$ cat src/bl_defines.vh
// constants for the bit, logic and call execution block
`ifndef BL_DEFINES_VH
`define BL_DEFINES_VH
`define BL_OP_NONE        3'h0
`define BL_OP_AND_IMM     3'h1
`define BL_OP_SET_BIT     3'h2
`define BL_OP_TEST_SKIP   3'h3
`define BL_OP_CALL        3'h4
`define BL_ACC_RESET      8'h00
`define BL_PC_RESET       10'h000
`define BL_FILE_DEPTH     64
`define BL_STACK_DEPTH    8
`define BL_SP_RESET       3'h0
`endif

$ cat src/bl_core.v
// execution of and-immediate, set-bit, test-skip-if-clear and direct call
`timescale 1ns/100ps
`include "bl_defines.vh"
module bl_core (
    input  wire        i_clock,
    input  wire        i_rst,
    input  wire        i_valid,
    input  wire [2:0]  i_op,
    input  wire [7:0]  i_imm,
    input  wire [5:0]  i_addr,
    input  wire [2:0]  i_bit,
    input  wire [1:0]  i_high_page_buffer,
    output reg         o_ready,
    output reg  [7:0]  o_work_register,
    output reg         o_zero,
    output reg  [9:0]  o_pc,
    output reg  [2:0]  o_sp,
    output reg  [9:0]  o_stack_top,
    output reg  [7:0]  o_file_data,
    output reg         o_skipping
);
    localparam ST_RUN  = 2'b01;
    localparam ST_WAIT = 2'b10;

    reg [7:0] file_q [0:`BL_FILE_DEPTH-1];
    reg [9:0] stack_q [0:`BL_STACK_DEPTH-1];
    reg [1:0] state_q;
    reg [1:0] state_d;
    reg [7:0] and_res;
    reg       busy_d;
    integer   k;

    // one-hot mask of the selected bit
    function [7:0] bit_mask;
        input [2:0] sel;
        begin
            bit_mask = 8'h01 << sel;
        end
    endfunction

    wire take    = i_valid && (state_q == ST_RUN);
    wire bit_clr = (file_q[i_addr] & bit_mask(i_bit)) == 8'h00;

    // next state and result
    always @* begin
        and_res = o_work_register & i_imm;
        state_d = state_q;
        busy_d  = 1'b0;
        case (state_q)
            ST_RUN: begin
                if (take && ((i_op == `BL_OP_CALL) || ((i_op == `BL_OP_TEST_SKIP) && bit_clr))) begin
                    state_d = ST_WAIT;
                    busy_d  = 1'b1;
                end
            end
            ST_WAIT: begin
                state_d = ST_RUN;
            end
            default: begin
                state_d = ST_RUN;
            end
        endcase
    end

    // decoded strobes of the instruction taken this edge
    // each one is qualified by take, so nothing fires while
    // the sequencer spends the second cycle of a call or skip
    wire       do_and  = take && (i_op == `BL_OP_AND_IMM);
    wire       do_set  = take && (i_op == `BL_OP_SET_BIT);
    wire       do_skip = take && (i_op == `BL_OP_TEST_SKIP) && bit_clr;
    wire       do_call = take && (i_op == `BL_OP_CALL);
    wire [9:0] ret_addr = o_pc + 10'h001;
    wire [7:0] set_val  = file_q[i_addr] | bit_mask(i_bit);
    integer    m;

    // sequencer state: run accepts, wait spends the second cycle
    always @(posedge i_clock or posedge i_rst) begin
        if (i_rst) begin
            state_q <= ST_RUN;
        end else begin
            state_q <= state_d;
        end
    end

    // ready flag, low for the cycle after a call or taken skip
    // an instruction offered while ready is low is ignored
    always @(posedge i_clock or posedge i_rst) begin
        if (i_rst) begin
            o_ready <= 1'b1;
        end else begin
            o_ready <= ~busy_d;
        end
    end

    // work register and zero flag
    // only and-immediate touches them; set-bit, skip and call
    // leave the zero flag as it stands
    always @(posedge i_clock or posedge i_rst) begin
        if (i_rst) begin
            o_work_register <= `BL_ACC_RESET;
            o_zero          <= 1'b0;
        end else if (do_and) begin
            o_work_register <= and_res;
            o_zero          <= (and_res == 8'h00);
        end
    end

    // program counter
    // a call jumps, a taken skip steps over the fetched word,
    // every other taken instruction steps by one
    always @(posedge i_clock or posedge i_rst) begin
        if (i_rst) begin
            o_pc <= `BL_PC_RESET;
        end else if (do_call) begin
            o_pc <= {i_high_page_buffer, i_imm};
        end else if (do_skip) begin
            o_pc <= o_pc + 10'h002;
        end else if (take) begin
            o_pc <= ret_addr;
        end
    end

    // skip pulse
    // high for the one cycle in which the discarded word
    // runs as a no-op; the sequencer holds ready low meanwhile
    always @(posedge i_clock or posedge i_rst) begin
        if (i_rst) begin
            o_skipping <= 1'b0;
        end else begin
            o_skipping <= do_skip;
        end
    end

    // file registers
    // set-bit is the only writer inside this block; the other
    // bits of the addressed word keep their value
    always @(posedge i_clock or posedge i_rst) begin
        if (i_rst) begin
            for (k = 0; k < `BL_FILE_DEPTH; k = k + 1) begin
                file_q[k] <= 8'h00;
            end
        end else if (do_set) begin
            file_q[i_addr] <= set_val;
        end
    end

    // file read-back
    // shows the addressed word as the instruction saw it, or the
    // updated word for set-bit, so the result stands until the next
    always @(posedge i_clock or posedge i_rst) begin
        if (i_rst) begin
            o_file_data <= 8'h00;
        end else if (do_set) begin
            o_file_data <= set_val;
        end else if (take) begin
            o_file_data <= file_q[i_addr];
        end
    end

    // return-address stack
    // eight entries; the pointer wraps, so a ninth push
    // overwrites the oldest entry without warning
    always @(posedge i_clock or posedge i_rst) begin
        if (i_rst) begin
            for (m = 0; m < `BL_STACK_DEPTH; m = m + 1) begin
                stack_q[m] <= `BL_PC_RESET;
            end
        end else if (do_call) begin
            stack_q[o_sp] <= ret_addr;
        end
    end

    // stack pointer and last pushed return address
    // the copy on the port saves a read port on the stack
    always @(posedge i_clock or posedge i_rst) begin
        if (i_rst) begin
            o_sp        <= `BL_SP_RESET;
            o_stack_top <= `BL_PC_RESET;
        end else if (do_call) begin
            o_sp        <= o_sp + 3'h1;
            o_stack_top <= ret_addr;
        end
    end

    // limitations worth knowing
    // the call address takes only its low eight bits from the immediate, so the
    // page bits must be set up before the call is offered
    // a no-op opcode still advances the program counter
    // the zero flag is written by and-immediate alone here;
    // other writers of the status word sit outside this block
endmodule // bl_core

$ cat config.mk
export PLATFORM = sky130hd
export DESIGN_NAME = bl_core
export DESIGN_NICKNAME = d
export VERILOG_FILES = /design/src/bl_core.v
export VERILOG_INCLUDE_DIRS = /design/src
export SDC_FILE = /design/constraint.sdc
export NUM_CORES = 1
export LEC_CHECK = 0
export BUFFER_PORTS_ARGS = -buffer_cell sky130_fd_sc_hd__buf_4
export CAP_MARGIN = 10
export CORE_ASPECT_RATIO = 0.6
export CORE_UTILIZATION = 60
export DETAILED_ROUTE_END_ITERATION = 12
export PLACE_DENSITY = 0.77
export SLEW_MARGIN = 10
export SYNTH_ARGS = -nofsm -noshare
export SYNTH_HDL_FRONTEND = slang
export SYNTH_SLANG_ARGS = --single-unit
$ cat constraint.sdc
create_clock -name i_clock -period 27.1 [get_ports i_clock]
set_input_delay 2.71 -clock i_clock [delete_from_list [all_inputs] [get_ports i_clock]]
set_output_delay 2.71 -clock i_clock [all_outputs]
set_load 0.02 [all_outputs]
==> impl_metrics.tcl <==
set metrics [dict create \
    report.final.slew_viol_count 0 \
    antenna_found_initial 3 \
    grt_max_degree 181 \
    setup_viol 0 \
    rsz0062_at_grt "false" \
    async_reset_ff_share_pct 100 \
    ant_nets 0 \
    timing.reg2reg.setup_slack_ps 22590 \
    place_congestion 0.948 \
    timing.setup.tns_ps 0 \
    cts_hold_buffers 0 \
    fmax_mhz 136 \
    cts_tree "yes" \
    synth_top_area_share_pct 55.7 \
    layout.nets 2411 \
    final_cells 2974 \
    grt_overflow 0 \
    routed_wirelength_mm 76.7 \
    first_pass_iters 8 \
    h-tree-depth 2 \
    worst_skew_pair.late_latency_ps 600 \
    die_x_um 265 \
    area_growth_pct 9.23 \
    start_util_pct 61.2 \
    synth_seq_cells 556 \
    ys_seq_area_share_pct 55.9 \
    leakage_uw 0.0124 \
    grt_pass1_wl_mm 117 \
    worstPathArrival_ps 7810 \
    grt_usage_pct 36.5 \
    worst_pin_slew_ps 1320 \
    design.die.area_um2 42400 \
    ys_warn_count 0 \
    detail_route.iter0.violations 2820 \
    critPathCapture "o_pc[2]" \
    numCtsBuffers 49 \
    outcome "completed" \
    ys_dominant_reg_cell "dfrtp_1" \
    dp_cells 2892 \
    required_ps 27560 \
    routed_via_density 6.75 \
    cp_max_fo 57 \
    route.detailed.drc 0 \
    worstSetupStartpoint "i_addr[0]" \
    hold_viol 0 \
    ioPinCount 67 \
    num_rows 57 \
    rr_worst_depth 8 \
    min-delay-path-class "flip-flop to flip-flop" \
    syn_inst 2433 \
    die_y_um 160 \
    syn-num-nets 2461 \
    final.period_utilization_pct 27.1 \
    io_buffers 66 \
    timing.final.crit_period_ps 7350 \
    relSlewSlack_pct 12.2 \
    power_per_cell_area_nw_per_um2 67.6 \
    synth_area_per_cell_um2 10.2 \
    cts_buffer_depth 3 \
    drive_gt1_share_pct 14.7 \
    vias 20100 \
    synth_edf_count 0 \
    clk_pin_slew_ps 70 \
    cp-end-kind "flip-flop" \
    grt_pass1_vias 19400 \
    cts_num_sinks 556 \
    cp-start-kind "primary input" \
    yosys-top-cells-area "dfrtp_1 56%, o21ai_0 5.1%, a21oi_1 5.1%" \
    r2r_end "file_q[338]" \
    hpwl_mm 48.6 \
    diodes 0 \
    skew_ps 25.4 \
    syn_area_um2 24900 \
    yosysUniqueCellTypes 79 \
    synthTopCellsByCount "554 x dfrtp_1, 308 x nand2_1, 290 x nor2_1" \
    crit_type "primary input to flip-flop" \
    yosysTopAreaCell "dfrtp_1" \
    irDropWorstVdd_v 0.0000562 \
    reg2reg_from "state_q[0]" \
    yosysMostFrequentCell "dfrtp_1" \
    cts_setup_buffers 0 \
    wl_per_cell_um 25.8 \
    cts-resized-gates 0 \
    cts_root_buffer "clkbuf_16" \
    core_um2 40700 \
    maxCapViolations 0 \
    whs_ps 475 \
]
## cell type report
type | count | area [um^2]
Multi-Input combinational cell | 1650 | 10100
Sequential cell | 556 | 13900
Timing Repair Buffer | 114 | 868
Inverter | 12 | 53.8
Tap cell | 560 | 701
Clock inverter | 10 | 129
Clock buffer | 72 | 1470
Fill cell | 3043 | 13500
## power by group
part | switching, uW | total [uW] | internal, uW
clock network | 313 | 714 | 401
logic | 156 | 227 | 71.5
registers | 31.7 | 899 | 867
## how the worst min path moves through the flow
stage | startpoint | end | slack [ps] | cells past startpoint
global route | o_sp[2] | o_sp[2] | 490 | 1
detailed placement | o_sp[2] | o_sp[2] | 460 | 1
CTS | o_sp[2] | o_sp[2] | 480 | 1
floorplan | file_q[379] | file_q[379] | 440 | 2
finish | file_q[96] | file_q[96] | 480 | 2
global placement | file_q[127] | file_q[127] | 460 | 2
## cells by family (layout without fill, tap and decap cells)
logic type,after synthesis,count (layout),share of synthesized area [%]
buffers and inverters,227,208,3.95
AO/OA/AOI/OAI,766,766,18.8
adder cells (fa/ha/maj),3,3,0.151
XOR/XNOR,10,10,0.352
flip-flops,556,556,55.9
multiplexers,171,171,9.19
AND/OR/NAND/NOR,700,700,11.7
## critical path: stages
cell      delay (ps)
buf_4            360
buf_4            810
nor2b_4          830
buf_4            410
a221oi_1         170
o22a_1           330
o221ai_1         440
or4_1            330
a22oi_1          160
and3_2           290
nand2_4          160
clkinv_2         250
a222oi_1         360
o21ai_0          130
## sequential cells by signal (all words and copies together) (netlist names)
| signal | count |
|---|---|
| file_q | 512 |
| o_pc | 10 |
| o_stack_top | 10 |
| o_file_data | 8 |
| o_work_register | 8 |
| o_sp | 3 |
| state_q | 2 |
| o_ready | 1 |
| o_skipping | 1 |
| o_zero | 1 |
## per-stage QoR
stage	utilization (%)	area (um^2)	setup WS, ps	power, uW
6_report	66.8	27200	19750	1840
3_3_place_gp	62.9	25600	19580	1130
2_1_floorplan	-	24900	8850	1050
3_5_place_dp	62.9	25600	19420	1130
4_1_cts	66.8	27200	20030	1830
5_1_grt	66.8	27200	19700	1890
## cells in the final DEF (no fill, tap or decap), types with 31 or more instances in the layout
| cell | n |
|---|---|
| a21oi_1 | 253 |
| nor2_1 | 284 |
| clkbuf_16 | 51 |
| mux2_2 | 93 |
| mux2i_1 | 37 |
| buf_4 | 113 |
| dfrtp_1 | 554 |
| o21ai_0 | 255 |
| a221oi_1 | 95 |
| nand2_1 | 308 |
| mux4_2 | 36 |
| a22oi_1 | 31 |
## metal layers
layer / global-route usage [%] / share of wire (%) / routed length, um
met2: 50.1 / 41 / 31600
met3: 13.4 / 14 / 10600
met4: 12.3 / 3.7 / 2830
met1: 53.7 / 41 / 31600
met5: 0 / 0.094 / 72
Power figures use the tool's default switching activity.
